File: src/ssf_pkg.sv
// Purpose: shared constants and types for the serial status flag block
// Assumes: 8-bit register port, 16x receive oversampling
// Notes: register offsets and control bit positions are fixed here only
package ssf_pkg;

   // register port geometry
   localparam int unsigned ADDR_W = 3;
   localparam int unsigned DATA_W = 8;

   // register offsets
   localparam logic [2:0] ADDR_STATUS = 3'h0;
   localparam logic [2:0] ADDR_DATA = 3'h1;
   localparam logic [2:0] ADDR_CTRL_ONE = 3'h2;
   localparam logic [2:0] ADDR_CTRL_TWO = 3'h3;
   localparam logic [2:0] ADDR_CTRL_THREE = 3'h4;

   // control_reg_one fields
   localparam int unsigned CR1_CHAR_LEN_BIT = 4;
   localparam int unsigned CR1_IDLE_START_BIT = 2;
   localparam int unsigned CR1_PAR_EN_BIT = 1;
   localparam int unsigned CR1_PAR_ODD_BIT = 0;
   // control_reg_two fields
   localparam int unsigned CR2_TX_EN_BIT = 3;
   localparam int unsigned CR2_SBK_BIT = 0;
   // control_reg_three fields
   localparam int unsigned CR3_LIN_BREAK_DETECT_EN_BIT = 1;

   // reset values
   localparam logic [7:0] RST_CTRL = 8'h00;
   localparam logic [7:0] RST_DATA = 8'h00;
   localparam logic [7:0] RST_STATUS = 8'hC0;

   // sampling and frame timing, in 16x sample ticks and bit times
   localparam int unsigned OVERSAMPLE = 16;
   localparam logic [3:0] SUB_LAST = 4'hF;
   localparam logic [3:0] START_FIRST = 4'h3;
   localparam logic [3:0] START_LAST = 4'h9;
   localparam logic [3:0] VOTE_FIRST = 4'h7;
   localparam logic [3:0] VOTE_LAST = 4'h9;
   localparam logic [3:0] CHAR_BITS_SHORT = 4'hA;
   localparam logic [3:0] CHAR_BITS_LONG = 4'hB;
   localparam logic [7:0] IDLE_TICKS_SHORT = 8'hA0;
   localparam logic [7:0] IDLE_TICKS_LONG = 8'hB0;
   localparam int unsigned SAMPLE_DIV_DEF = 4;

   // the eight status flags, msb first
   typedef struct packed {
      logic tx_buffer_empty;
      logic tx_complete;
      logic rx_buffer_full;
      logic idle_line;
      logic overrun_flag;
      logic noise_flag;
      logic framing_error;
      logic parity_error;
   } ssf_flags_s;

   // software configuration seen by the datapath
   typedef struct packed {
      logic char_length_select;
      logic idle_count_start;
      logic parity_enable;
      logic parity_odd;
      logic tx_enable;
      logic send_break;
      logic lin_break_detect_en;
   } ssf_cfg_s;

   typedef enum logic [1:0] {RX_IDLE, RX_START, RX_DATA, RX_STOP} ssf_rx_state_e;

endpackage

File: src/ssf_serial_status.sv
// Purpose: status flags, receiver and transmitter of an asynchronous serial port
// Assumes: core_clk_i at 10 MHz, sample tick every SAMPLE_DIV clocks (16 per bit)
// Notes: flags clear only by read-status-then-data-access (tx_complete also by enable rise or break); hardware set beats clear
`timescale 1ns/1ps
`default_nettype none

// Summary of operation
// - tx_buffer_empty sets at reset and when buffer moves into the shifter
// - tx_buffer_empty clears on data write after status read showing it set
// - tx_complete sets at reset and when buffer empty and nothing shifting
// - tx_complete clears after status read by data write, enable rise, break
// - rx_buffer_full sets when received character moves into data register
// - rx_buffer_full clears by status read showing it, then data read
// - idle flag sets after line high one character time, 10 or 11 bits
// - idle counting starts after start bit, or after stop bit when selected
// - idle flag clears by status read showing it, then data read
// - idle flag rearms only after a new character sets rx_buffer_full
// - overrun sets when new character finds data unread; new character dropped
// - overrun clears by status read showing it, then data read
// - seven start samples, three per bit; any disagreement sets noise flag
// - noise flag clears by status read then data read
// - framing error sets with rx_buffer_full when stop bit samples low
// - framing error clears by status read showing it, then data read
// - parity error sets with rx_buffer_full on parity mismatch when enabled
// - parity error clears by status read then data read
// - status register is read-only; writes ignored
// - odd parity when type bit is one, count includes parity bit
// - lin break detect blocks framing error and rx_buffer_full setting
module ssf_serial_status #(
   parameter int unsigned SAMPLE_DIV = ssf_pkg::SAMPLE_DIV_DEF
) (
   input wire logic core_clk_i,                       // bus clock
   input wire logic rst_n_i,                          // async reset, active low
   input wire logic [ssf_pkg::ADDR_W-1:0] addr_i,     // register address
   input wire logic [ssf_pkg::DATA_W-1:0] wr_data_i,  // write data
   input wire logic wr_i,                             // write strobe
   input wire logic rd_i,                             // read strobe
   output logic [ssf_pkg::DATA_W-1:0] rd_data_o,      // read data, cycle after strobe
   input wire logic rxd_i,                            // receive line pin
   output logic txd_o,                                // transmit line
   output logic txd_oe_o                              // transmit pin driven
);

   // majority of three samples
   function automatic logic maj3(input logic [2:0] v);
      maj3 = (v[0] & v[1]) | (v[0] & v[2]) | (v[1] & v[2]);
   endfunction

   // true when the three samples do not all agree
   function automatic logic split3(input logic [2:0] v);
      split3 = (v != 3'h0) && (v != 3'h7);
   endfunction

   // register port decode
   wire logic rd_status = rd_i && (addr_i == ssf_pkg::ADDR_STATUS);
   wire logic rd_data = rd_i && (addr_i == ssf_pkg::ADDR_DATA);
   wire logic wr_data = wr_i && (addr_i == ssf_pkg::ADDR_DATA);
   wire logic wr_cr1 = wr_i && (addr_i == ssf_pkg::ADDR_CTRL_ONE);
   wire logic wr_cr2 = wr_i && (addr_i == ssf_pkg::ADDR_CTRL_TWO);
   wire logic wr_cr3 = wr_i && (addr_i == ssf_pkg::ADDR_CTRL_THREE);

   // ---------------- configuration and read port ----------------
   ssf_pkg::ssf_cfg_s cfg, next_cfg;
   logic [7:0] rd_data_q, next_rd_data;
   logic [7:0] data_reg, next_data_reg;
   ssf_pkg::ssf_flags_s flags, next_flags;

   // control writes; status writes fall through untouched
   always_comb begin
      next_cfg = cfg;
      if (wr_cr1) begin
         next_cfg.char_length_select = wr_data_i[ssf_pkg::CR1_CHAR_LEN_BIT];
         next_cfg.idle_count_start = wr_data_i[ssf_pkg::CR1_IDLE_START_BIT];
         next_cfg.parity_enable = wr_data_i[ssf_pkg::CR1_PAR_EN_BIT];
         next_cfg.parity_odd = wr_data_i[ssf_pkg::CR1_PAR_ODD_BIT];
      end
      if (wr_cr2) begin
         next_cfg.tx_enable = wr_data_i[ssf_pkg::CR2_TX_EN_BIT];
         next_cfg.send_break = wr_data_i[ssf_pkg::CR2_SBK_BIT];
      end
      if (wr_cr3) begin
         next_cfg.lin_break_detect_en = wr_data_i[ssf_pkg::CR3_LIN_BREAK_DETECT_EN_BIT];
      end
      next_rd_data = 8'h00;
      if (rd_i) begin
         unique case (addr_i)
            ssf_pkg::ADDR_STATUS: next_rd_data = flags;
            ssf_pkg::ADDR_DATA: next_rd_data = data_reg;
            ssf_pkg::ADDR_CTRL_ONE: begin
               next_rd_data[ssf_pkg::CR1_CHAR_LEN_BIT] = cfg.char_length_select;
               next_rd_data[ssf_pkg::CR1_IDLE_START_BIT] = cfg.idle_count_start;
               next_rd_data[ssf_pkg::CR1_PAR_EN_BIT] = cfg.parity_enable;
               next_rd_data[ssf_pkg::CR1_PAR_ODD_BIT] = cfg.parity_odd;
            end
            ssf_pkg::ADDR_CTRL_TWO: begin
               next_rd_data[ssf_pkg::CR2_TX_EN_BIT] = cfg.tx_enable;
               next_rd_data[ssf_pkg::CR2_SBK_BIT] = cfg.send_break;
            end
            ssf_pkg::ADDR_CTRL_THREE: begin
               next_rd_data[ssf_pkg::CR3_LIN_BREAK_DETECT_EN_BIT] = cfg.lin_break_detect_en;
            end
            default: next_rd_data = 8'h00; // unmapped reads as zero
         endcase
      end
   end

   always_ff @(posedge core_clk_i or negedge rst_n_i) begin
      if (!rst_n_i) begin
         cfg <= '0;
         rd_data_q <= ssf_pkg::RST_CTRL;
      end else begin
         cfg <= next_cfg;
         rd_data_q <= next_rd_data;
      end
   end
   assign rd_data_o = rd_data_q;

   // ---------------- sample tick divider ----------------
   logic [15:0] sdiv, next_sdiv;
   wire logic tick = (sdiv == 16'(SAMPLE_DIV - 1));

   // one-cycle enable, sixteen per bit time
   always_comb begin
      next_sdiv = tick ? 16'h0000 : sdiv + 16'h0001;
   end

   always_ff @(posedge core_clk_i or negedge rst_n_i) begin
      if (!rst_n_i) begin
         sdiv <= 16'h0000;
      end else begin
         sdiv <= next_sdiv;
      end
   end

   // ---------------- receiver ----------------
   logic rx_meta, rx_sync;
   ssf_pkg::ssf_rx_state_e rx_st, next_rx_st;
   logic [3:0] rx_sub, next_rx_sub;
   logic [3:0] rx_bit, next_rx_bit;
   logic [8:0] rx_shift, next_rx_shift;
   logic [2:0] rx_votes, next_rx_votes;
   logic [2:0] rx_ones, next_rx_ones;
   logic rx_noise, next_rx_noise;
   logic [7:0] idle_ticks, next_idle_ticks;
   logic idle_armed, next_idle_armed;
   logic rx_done, rx_stop_ok, rx_noisy;
   logic [7:0] rx_char;
   logic rx_par_bad;
   logic idle_en, idle_hit;

   wire logic [3:0] data_bits = cfg.char_length_select ? 4'h9 : 4'h8;
   wire logic [7:0] idle_limit = cfg.char_length_select ?
      ssf_pkg::IDLE_TICKS_LONG : ssf_pkg::IDLE_TICKS_SHORT;
   wire logic [2:0] stop_votes = {rx_votes[1:0], rx_sync};

   // receive frame walker, idle counter; first sync stage is read only by the second
   always_comb begin
      next_rx_st = rx_st;
      next_rx_sub = rx_sub;
      next_rx_bit = rx_bit;
      next_rx_shift = rx_shift;
      next_rx_votes = rx_votes;
      next_rx_ones = rx_ones;
      next_rx_noise = rx_noise;
      rx_done = 1'b0;
      rx_stop_ok = maj3(stop_votes);
      rx_noisy = rx_noise | split3(stop_votes);
      rx_char = cfg.char_length_select ? rx_shift[7:0] : rx_shift[8:1];
      // count includes the parity bit itself
      rx_par_bad = (cfg.char_length_select ? ^rx_shift : ^rx_shift[8:1]) != cfg.parity_odd;
      if (tick) begin
         next_rx_sub = rx_sub + 4'h1;
         unique case (rx_st)
            ssf_pkg::RX_IDLE: begin
               next_rx_sub = 4'h1;
               next_rx_ones = 3'h0;
               if (!rx_sync) begin
                  next_rx_st = ssf_pkg::RX_START;
               end
            end
            ssf_pkg::RX_START: begin
               // seven samples across the start bit
               if (rx_sub >= ssf_pkg::START_FIRST && rx_sub <= ssf_pkg::START_LAST &&
                   rx_sync) begin
                  next_rx_ones = rx_ones + 3'h1;
               end
               if (rx_sub == ssf_pkg::SUB_LAST) begin
                  // a mostly-high start bit is a glitch, not a frame
                  next_rx_st = (rx_ones >= 3'h4) ? ssf_pkg::RX_IDLE : ssf_pkg::RX_DATA;
                  next_rx_noise = (rx_ones != 3'h0);
                  next_rx_bit = 4'h0;
               end
            end
            ssf_pkg::RX_DATA: begin
               if (rx_sub >= ssf_pkg::VOTE_FIRST && rx_sub <= ssf_pkg::VOTE_LAST) begin
                  next_rx_votes = {rx_votes[1:0], rx_sync};
               end
               if (rx_sub == ssf_pkg::SUB_LAST) begin
                  next_rx_shift = {maj3(rx_votes), rx_shift[8:1]};
                  next_rx_noise = rx_noise | split3(rx_votes);
                  next_rx_bit = rx_bit + 4'h1;
                  if (rx_bit == data_bits - 4'h1) begin
                     next_rx_st = ssf_pkg::RX_STOP;
                  end
               end
            end
            ssf_pkg::RX_STOP: begin
               if (rx_sub >= ssf_pkg::VOTE_FIRST && rx_sub < ssf_pkg::VOTE_LAST) begin
                  next_rx_votes = {rx_votes[1:0], rx_sync};
               end
               // finish after the third stop sample so a next start is not missed
               if (rx_sub == ssf_pkg::VOTE_LAST) begin
                  rx_done = 1'b1;
                  next_rx_st = ssf_pkg::RX_IDLE;
               end
            end
         endcase
      end

      // idle bit-time counter, in sample ticks
      idle_en = rx_sync && ((rx_st == ssf_pkg::RX_IDLE) ||
         (!cfg.idle_count_start &&
         (rx_st == ssf_pkg::RX_DATA || rx_st == ssf_pkg::RX_STOP)));
      idle_hit = 1'b0;
      next_idle_ticks = idle_ticks;
      if (tick) begin
         if (!idle_en) begin
            next_idle_ticks = 8'h00;
         end else if (idle_ticks != idle_limit) begin
            next_idle_ticks = idle_ticks + 8'h01;
            idle_hit = (idle_ticks == idle_limit - 8'h01);
         end
      end
      // saturating count means only one set per idle stretch
      next_idle_armed = idle_armed;
      if (idle_hit) begin
         next_idle_armed = 1'b0;
      end
      if (!flags.rx_buffer_full && next_flags.rx_buffer_full) begin
         next_idle_armed = 1'b1;
      end
   end

   always_ff @(posedge core_clk_i or negedge rst_n_i) begin
      if (!rst_n_i) begin
         rx_meta <= 1'b1;
         rx_sync <= 1'b1;
         rx_st <= ssf_pkg::RX_IDLE;
         rx_sub <= 4'h0;
         rx_bit <= 4'h0;
         rx_shift <= 9'h000;
         rx_votes <= 3'h7;
         rx_ones <= 3'h0;
         rx_noise <= 1'b0;
         idle_ticks <= 8'h00;
         idle_armed <= 1'b0;
      end else begin
         rx_meta <= rxd_i;
         rx_sync <= rx_meta;
         rx_st <= next_rx_st;
         rx_sub <= next_rx_sub;
         rx_bit <= next_rx_bit;
         rx_shift <= next_rx_shift;
         rx_votes <= next_rx_votes;
         rx_ones <= next_rx_ones;
         rx_noise <= next_rx_noise;
         idle_ticks <= next_idle_ticks;
         idle_armed <= next_idle_armed;
      end
   end

   // ---------------- transmitter ----------------
   logic [7:0] tx_buf, next_tx_buf;
   logic buf_full, next_buf_full;
   logic tx_active, next_tx_active;
   logic [10:0] tx_frame, next_tx_frame;
   logic [3:0] tx_left, next_tx_left;
   logic [3:0] tx_sub, next_tx_sub;
   logic pre_q, next_pre_q;
   logic brk_q, next_brk_q;
   logic txd, next_txd;
   logic txd_oe, next_txd_oe;
   logic tx_loaded;
   logic [7:0] tx_char;
   logic tx_ninth;

   wire logic [3:0] frame_bits = cfg.char_length_select ?
      ssf_pkg::CHAR_BITS_LONG : ssf_pkg::CHAR_BITS_SHORT;
   wire logic tx_en_rise = wr_cr2 && wr_data_i[ssf_pkg::CR2_TX_EN_BIT] && !cfg.tx_enable;
   wire logic sbk_set = wr_cr2 && wr_data_i[ssf_pkg::CR2_SBK_BIT];

   // buffer, queued preamble and breaks, shifter
   always_comb begin
      next_tx_buf = tx_buf;
      next_buf_full = buf_full;
      next_tx_active = tx_active;
      next_tx_frame = tx_frame;
      next_tx_left = tx_left;
      next_tx_sub = tick ? tx_sub + 4'h1 : tx_sub;
      next_pre_q = pre_q | tx_en_rise;
      next_brk_q = brk_q | sbk_set;
      tx_loaded = 1'b0;
      // msb of the character becomes parity when enabled
      tx_char = tx_buf;
      tx_ninth = 1'b1;
      if (cfg.parity_enable) begin
         if (cfg.char_length_select) begin
            tx_ninth = (^tx_buf) ^ cfg.parity_odd;
         end else begin
            tx_char[7] = (^tx_buf[6:0]) ^ cfg.parity_odd;
         end
      end
      if (wr_data) begin
         next_tx_buf = wr_data_i;
         next_buf_full = 1'b1;
      end
      if (tx_active) begin
         if (tick && tx_sub == ssf_pkg::SUB_LAST) begin
            next_tx_frame = {1'b1, tx_frame[10:1]};
            next_tx_left = tx_left - 4'h1;
            if (tx_left == 4'h1) begin
               next_tx_active = 1'b0;
            end
         end
      end else if (cfg.tx_enable) begin
         next_tx_sub = 4'h0;
         next_tx_left = frame_bits;
         // breaks repeat for as long as send_break stays set
         if (brk_q || cfg.send_break) begin
            next_tx_frame = 11'h000;
            next_tx_active = 1'b1;
            next_brk_q = sbk_set;
         end else if (pre_q) begin
            next_tx_frame = 11'h7FF;
            next_tx_active = 1'b1;
            next_pre_q = tx_en_rise;
         end else if (buf_full) begin
            next_tx_frame = cfg.char_length_select ? {1'b1, tx_ninth, tx_char, 1'b0} :
               {2'b11, tx_char, 1'b0};
            next_tx_active = 1'b1;
            next_buf_full = wr_data;
            tx_loaded = 1'b1;
         end
      end
      next_txd = next_tx_active ? next_tx_frame[0] : 1'b1;
      next_txd_oe = next_cfg.tx_enable || next_tx_active;
   end

   always_ff @(posedge core_clk_i or negedge rst_n_i) begin
      if (!rst_n_i) begin
         tx_buf <= ssf_pkg::RST_DATA;
         buf_full <= 1'b0;
         tx_active <= 1'b0;
         tx_frame <= 11'h7FF;
         tx_left <= 4'h0;
         tx_sub <= 4'h0;
         pre_q <= 1'b0;
         brk_q <= 1'b0;
         txd <= 1'b1;
         txd_oe <= 1'b0;
      end else begin
         tx_buf <= next_tx_buf;
         buf_full <= next_buf_full;
         tx_active <= next_tx_active;
         tx_frame <= next_tx_frame;
         tx_left <= next_tx_left;
         tx_sub <= next_tx_sub;
         pre_q <= next_pre_q;
         brk_q <= next_brk_q;
         txd <= next_txd;
         txd_oe <= next_txd_oe;
      end
   end
   assign txd_o = txd;
   assign txd_oe_o = txd_oe;

   // ---------------- status flags ----------------
   ssf_pkg::ssf_flags_s seen, next_seen;
   ssf_pkg::ssf_flags_s fset, fclr;
   logic rx_take;

   // clears need a prior status read; a same-cycle set always wins
   always_comb begin
      fset = '0;
      fclr = '0;
      next_seen = seen;
      next_data_reg = data_reg;
      rx_take = 1'b0;
      if (rd_status) begin
         next_seen = flags; // remembers which flags software saw at one
      end
      if (rd_data) begin
         fclr.rx_buffer_full = seen.rx_buffer_full;
         fclr.idle_line = seen.idle_line;
         fclr.overrun_flag = seen.overrun_flag;
         fclr.noise_flag = seen.noise_flag;
         fclr.framing_error = seen.framing_error;
         fclr.parity_error = seen.parity_error;
         next_seen.rx_buffer_full = 1'b0;
         next_seen.idle_line = 1'b0;
         next_seen.overrun_flag = 1'b0;
         next_seen.noise_flag = 1'b0;
         next_seen.framing_error = 1'b0;
         next_seen.parity_error = 1'b0;
      end
      if (wr_data) begin
         fclr.tx_buffer_empty = seen.tx_buffer_empty;
         next_seen.tx_buffer_empty = 1'b0;
      end
      if (wr_data || tx_en_rise || sbk_set) begin
         fclr.tx_complete = seen.tx_complete;
         next_seen.tx_complete = 1'b0;
      end
      fset.tx_buffer_empty = tx_loaded;
      // buffer empty and nothing left to shift or queued
      // next-state terms keep a queuing write from re-setting the flag it clears
      fset.tx_complete = flags.tx_buffer_empty && !tx_active && !tx_loaded &&
         !next_tx_active && !next_pre_q && !next_brk_q && !next_buf_full &&
         !next_cfg.send_break;
      fset.idle_line = idle_hit && idle_armed;
      if (rx_done) begin
         if (flags.rx_buffer_full && !fclr.rx_buffer_full) begin
            fset.overrun_flag = 1'b1; // character and its errors dropped
         end else if (!cfg.lin_break_detect_en) begin
            rx_take = 1'b1;
         end
      end
      if (rx_take) begin
         next_data_reg = rx_char;
         fset.rx_buffer_full = 1'b1;
         fset.noise_flag = rx_noisy;
         fset.framing_error = !rx_stop_ok;
         fset.parity_error = cfg.parity_enable && rx_par_bad;
      end
      // status register writes never reach the flags
      next_flags = (flags & ~fclr) | fset;
      if (rx_take) begin
         // the taken character replaces the previous error picture
         next_flags.noise_flag = rx_noisy;
         next_flags.framing_error = !rx_stop_ok;
         next_flags.parity_error = cfg.parity_enable && rx_par_bad;
      end
   end

   always_ff @(posedge core_clk_i or negedge rst_n_i) begin
      if (!rst_n_i) begin
         flags <= ssf_pkg::RST_STATUS;
         seen <= '0;
         data_reg <= ssf_pkg::RST_DATA;
      end else begin
         flags <= next_flags;
         seen <= next_seen;
         data_reg <= next_data_reg;
      end
   end

endmodule

`default_nettype wire

File: config.mk
export PLATFORM = sky130hd
export DESIGN_NAME = ssf_serial_status
export DESIGN_NICKNAME = d
export VERILOG_FILES = /design/src/ssf_pkg.sv /design/src/ssf_serial_status.sv
export SDC_FILE = /design/constraint.sdc
export NUM_CORES = 1
export LEC_CHECK = 0
export ABC_AREA = 1
export BUFFER_PORTS_ARGS = -buffer_cell sky130_fd_sc_hd__clkbuf_2
export CAP_MARGIN = 0
export CELL_PAD_IN_SITES_DETAIL_PLACEMENT = 1
export CELL_PAD_IN_SITES_GLOBAL_PLACEMENT = 1
export CORE_UTILIZATION = 51
export CTS_CLUSTER_SIZE = 14
export DETAILED_ROUTE_END_ITERATION = 10
export GPL_TIMING_DRIVEN = 0
export PLACE_DENSITY = 0.87
export SKIP_CTS_REPAIR_TIMING = 1
export SLEW_MARGIN = 40
export SYNTH_ARGS = -nofsm -noshare
export SYNTH_HDL_FRONTEND = slang
export SYNTH_SLANG_ARGS = --single-unit
File: constraint.sdc
create_clock -name core_clk_i -period 3.3 [get_ports core_clk_i]
set_clock_uncertainty 0.1 [all_clocks]
set_input_delay 0.33 -clock core_clk_i [delete_from_list [all_inputs] [get_ports core_clk_i]]
set_output_delay 0.33 -clock core_clk_i [all_outputs]
set_load 0.005 [all_outputs]
# Word-level counts from Yosys, hierarchy flattened
# Cells that the tools add are included.
# W data, S select, Z words.
[word_totals]
output_inout_bits = 10
input_bits = 16
word_cells = 280
regBits = 125
[op_classes]
muxes = 99
n_lt_le_gt_ge = 5
n_reduce_logical = 73
n_eq_ne = 28
add_sub_neg = 9
bitwise = 18
[op_table]
columns = ["op", "count"]
rows = [
  ["$mux W11", 6],
  ["$mux W1", 51],
  ["$mux W8", 5],
  ["$mux W4", 9],
  ["$logic_and A1 B1 Y1", 29],
  ["$pmux W3 S2", 3],
  ["$add A16 B1 Y16 const B", 1],
  ["$eq A16 B2 Y1 const B", 1],
  ["$mux W16", 1],
  ["$ne A2 B2 Y1 const B", 8],
  ["$reduce_bool A2 Y1", 8],
  ["$reduce_xor A8 Y1", 2],
  ["$mux W3", 5],
  ["$mux W2", 7],
  ["$add A4 B1 Y4 const B", 3],
  ["$eq A4 B4 Y1 const B", 3],
  ["$logic_not A1 Y1", 12],
  ["$mux W6", 2],
  ["$mux W10", 1],
  ["$pmux W1 S3", 3],
  ["$reduce_and A3 Y1", 3],
  ["$reduce_bool A3 Y1", 3],
  ["$reduce_xor A9 Y1", 1],
  ["$add A8 B1 Y8 const B", 1],
  ["39 further kinds", 64],
]

# Depth between registers and ports, before layout
[logic_depth]
depth_word = 17
ltp_mapped = 13
ltp_nobuf = 13

# Worst setup path after synthesis
# No wires, ideal clock.
[synth_timing]
path_kind = "reg2reg"
start = "reg sdiv[0]"
end = "reg sdiv[14]"
stages_incl_launch_ff = 12
setup_time_ns = 0.121
required_ns = 3.079
t_arrival_ns = 1.445
path_buffers = 0
synth_period_minus_slack_ns = 1.666
path_slack_ns = 1.634
cell_sequence = "dfrtp_1 ha_1 nand2_1 nor2_2 nand3_2 nor2_2 nand2_2 nor2_2 nand3_2 inv_2 nand2_1 xor2_1"
[synth_via]
elab_chain_len = 2
word_cells_on_any_way = 3
classes_between = "add/sub: 1; eq/ne: 1; mux: 1"
[synth_rtl]
columns = ["item", "line_no", "source"]
rows = [
  ["start: declaration", "ssf_serial_status.sv:119", "logic [15:0] sdiv, next_sdiv;"],
  ["start signal: assignment", "ssf_serial_status.sv:131", "sdiv <= next_sdiv;"],
  ["$add A16 B1 Y16 / $eq A16 B2 Y1 (equally long branches)", "ssf_serial_status.sv:124, ssf_serial_status.sv:120", ""],
  ["$mux W16 *", "ssf_serial_status.sv:124", "next_sdiv = tick ? 16'h0000 : sdiv + 16'h0001;"],
  ["via next_sdiv[14]", "ssf_serial_status.sv:119", ""],
]
# The timed path passes the listed nets; every way through them passes the cells marked *.
# A chain may end at the register's enable or synchronous reset.

==> metrics.md <==
| Metric | Value |
|---|---|
| Reg2Reg Launch Point | rx_sub[0] |
| Post-synthesis async set-or-reset flop share | 100.0% |
| Worst hold path cell count | 3 |
| Total power per unit cell area | ~670 mW/mm^2 |
| Pint | 3505 uW |
| Largest net degree at the start of global routing | 64 |
| First-pass GRT wire length | roughly 30 mm |
| Clock buffer depth | 2 |
| Fin. Hold Viols | 0 |
| Slew HR | 65.31% |
| Net Switching | between 1500 and 2000 uW |
| Biggest regs | sdiv (16), tx_frame (11), rx_shift (9) |
| Initial Util | 52.63% |
| DRC violations left | 0 |
| Inserted Clock Buffers | 17 |
| Initial antenna violation count | 0 |
| Largest Register | sdiv |
| CP delay by family, top | simple AND/OR/NAND/NOR gates |
| Status | completed |
| Period utilization | a little over three fifths |
| Worst Max-Slew Pin Slew | 0.5204 ns |
| Root buf cell | clkbuf_16 |
| # diodes | 0 |
| Worst path required time | 3.49 ns |
| Chip height | roughly 120 microns |
| HPWL after DPL | about 13 mm |
| EDFF count, synth | 0 |
| Slowest-stage cell, CP | dfrtp_1 |
| GRT Util Overall | between 20% and 30% |
| Post-synth top area share | 39.62% |
| Sw frac | approximately a third |
| Pins Over Slew Limit | 0 |
| Area Overhead vs Synth | 15.46% |
| Cells along the critical path | ha_1 > nand2_1 > nor2_2 > inv_1 > nand2_1 > nand2_1 > nand2_1 > nand3_1 > o21ai_0 > o31ai_1 |
| I/O pins | 26 |
| Average wire per standard cell | 17.33 microns |
| Fmax | around 480 MHz |
| Leakage | about 0.0038 uW |
| Hold Crit Endpoint | tx_buf[6] |
| Slowest stage delay, CP | between 0.4 and 0.5 ns |
| Port bufs | 24 |
| Die Wd | around 120 microns |
| Via density | approximately 5.5 |
| H-tree depth | 4 |
| Num rows | ~40 |
| Drt pass-1 iters | 4 |
| Register bit total from synthesis | approximately 130 |
| DRT Wirelength | roughly 18 mm |
| Crit path depth | 10 |
| Register share of total power | 39.3% |
| Reg2Reg Depth | 10 |
| Fill count | roughly 1600 |
| Clock share of power | between 30% and 40% |
| Seq/Total Area, Yosys | roughly 47% |
| RSZ-0062 raised after global routing | false |
| Worst min-delay path startpoint | wr_data_i[6] |
| Starting DRC count in detailed routing | 384 |
| Fraction of layout cells with a size suffix above 1 | about 18% |
| Die ar. | between 0.01 and 0.015 sq mm |
| Crit Path Category | reg2reg |
| Via Count | between 5000 and 6000 |
| ANT nets after route | 0 |
| Reg2Reg Setup Slack | between 1 and 1.5 ns |
| Clk slew on worst S/H paths | roughly 0.060 ns |
| Clock sink total | 125 |
| Vias in the first global route | 6426 |
| Critical Path AT | roughly 2.3 ns |
| Post-Syn Nets | 859 |
| Synth area leaders | dfrtp_1 (40%), nand2_1 (12%), dfstp_2 (7.5%), inv_1 (6.1%), nand3_1 (4.3%) |
| Buf/Inv on CP | 1 |
| Cell area after synthesis | roughly 0.0067 sq mm |
| CTS tree | done |
| Max reg flops | 16 |
| Max Cap Viol | 0 |
| Fin crit period | a little over 2 ns |
| Cell count after synthesis | about 830 |
| Gp weighted congestion | about 0.83 |
| CORE AREA | around 0.013 sq mm |
| Synth unique cells | 50 |
| Final Power | ~5200 uW |
| CP Max Fanout | 5 |
| Top FF cell, synth | dfrtp_1 |
| Logic pwr share | a little over a fifth |
| Synth area leader | dfrtp_1 |
| Hold WC Path Type | in2reg |
| Syn Area/Cell | just over 8 sq um |
| Final setup fails | 0 |
| CP dominant cell by count | nand2_1 |
| Global route overflow | 0 |
| Yosys warning count | 0 |
| Maximum VDD drop | approximately 520 uV |
| WHS | around 0.027 ns |
| Clk Latency, worst-skew pair | 0.42 ns |
| Crit end category | flip-flop |
| Nets | between 900 and 1000 |
| Startpoint types | flip-flop |
[layout by cell type (no fill, tap or decap), types with 7 or more instances in the layout]
cell type and count:
a21oi_1 18, o21ai_1 35, o21ai_0 50, nand3_1 57, dfstp_2 19, nor2_2 8
clkbuf_16 17, clkbuf_2 23, o22ai_1 8, xor2_1 20, nand2_1 217, nand4_1 19
dfrtp_1 106, nor3_1 7, inv_1 109, ha_1 12, nor2_1 42, inv_2 28
[area by class of cell]
cell class	count	area [sq um]	area share [%]
Tap cell	172	215.2	2.784
Clock buffer	21	480.5	6.216
Buffer	14	86.33	1.117
Sequential cell	125	3152	40.77
Clock inverter	11	162.7	2.104
Multi-Input combinational cell	553	2933	37.94
Inverter	139	524.3	6.782
Timing Repair Buffer	27	176.4	2.282
[tightest hold or removal path, stage by stage]
cell	delay, ns
clkbuf_2	0.08
nand2_1	0.04
o21ai_0	0.06
[metrics by stage]
step	utilization [%]	setup TNS [ns]	worst slack [ns]	std cells	cell area (sq um)
3_5_place_dp	55.55	0	1.340	1028	7067
5_1_grt	60.76	0	1.077	1062	7730
2_1_floorplan	-	0	1.634	831	6695
3_3_place_gp	55.26	-10.23	-0.1061	1027	7030
6_report	60.76	0	1.221	1062	7730
4_1_cts	60.60	0	1.194	1060	7710
[power by group through the flow]
stage                     registers [uW]  logic (uW)  clock network [uW]
final                               2030        1110                2030
after global routing                2060        1270                2120
after CTS                           2030        1120                2040
after detailed placement            2050        1070                   0
after global placement              2020         976                   0
after floorplan                     1980         776                   0
[worst max path at each step]
stage	start	endpoint	slack [ns]
finish	rx_sub[0]	flip-flop	1.22
global route	rx_sub[0]	flip-flop	1.08
CTS	rx_sub[0]	flip-flop	1.19
detailed placement	sdiv[0]	flags[1]	1.34
global placement	rst_n_i	rx_shift[7]	-0.11
floorplan	sdiv[0]	sdiv[14]	1.63
[cells in the mapped netlist (18+ instances only)]
cell	number
nand2_1	217
dfrtp_1	106
o21ai_1	35
xor2_1	20
dfstp_2	19
a21oi_1	18
inv_2	28
inv_1	109
nand3_1	57
nor2_1	42
nand4_1	19
o21ai_0	50
[routing by layer]
| layer | part of all wire [%] | GRT usage (%) | up-vias |
|---|---|---|---|
| met5 | 0 | 0 | - |
| met4 | 3.7 | 15.27 | 0 |
| met3 | 3.1 | 6.746 | 60 |
| met2 | 52 | 53.37 | 101 |
| met1 | 41 | 33.23 | 2865 |
| li1 | - | - | 2769 |
[kinds of logic after synthesis]
family	synth area share, %
AOI/OAI and AO/OA	11.59
xor gates and xnor gates	3.270
adders and majority gates	2.243
buffers and inverters	9.120
DFF	47.08
muxes	0.3177
and+or+nand+nor	26.39
(Power assumes the default switching activity.)
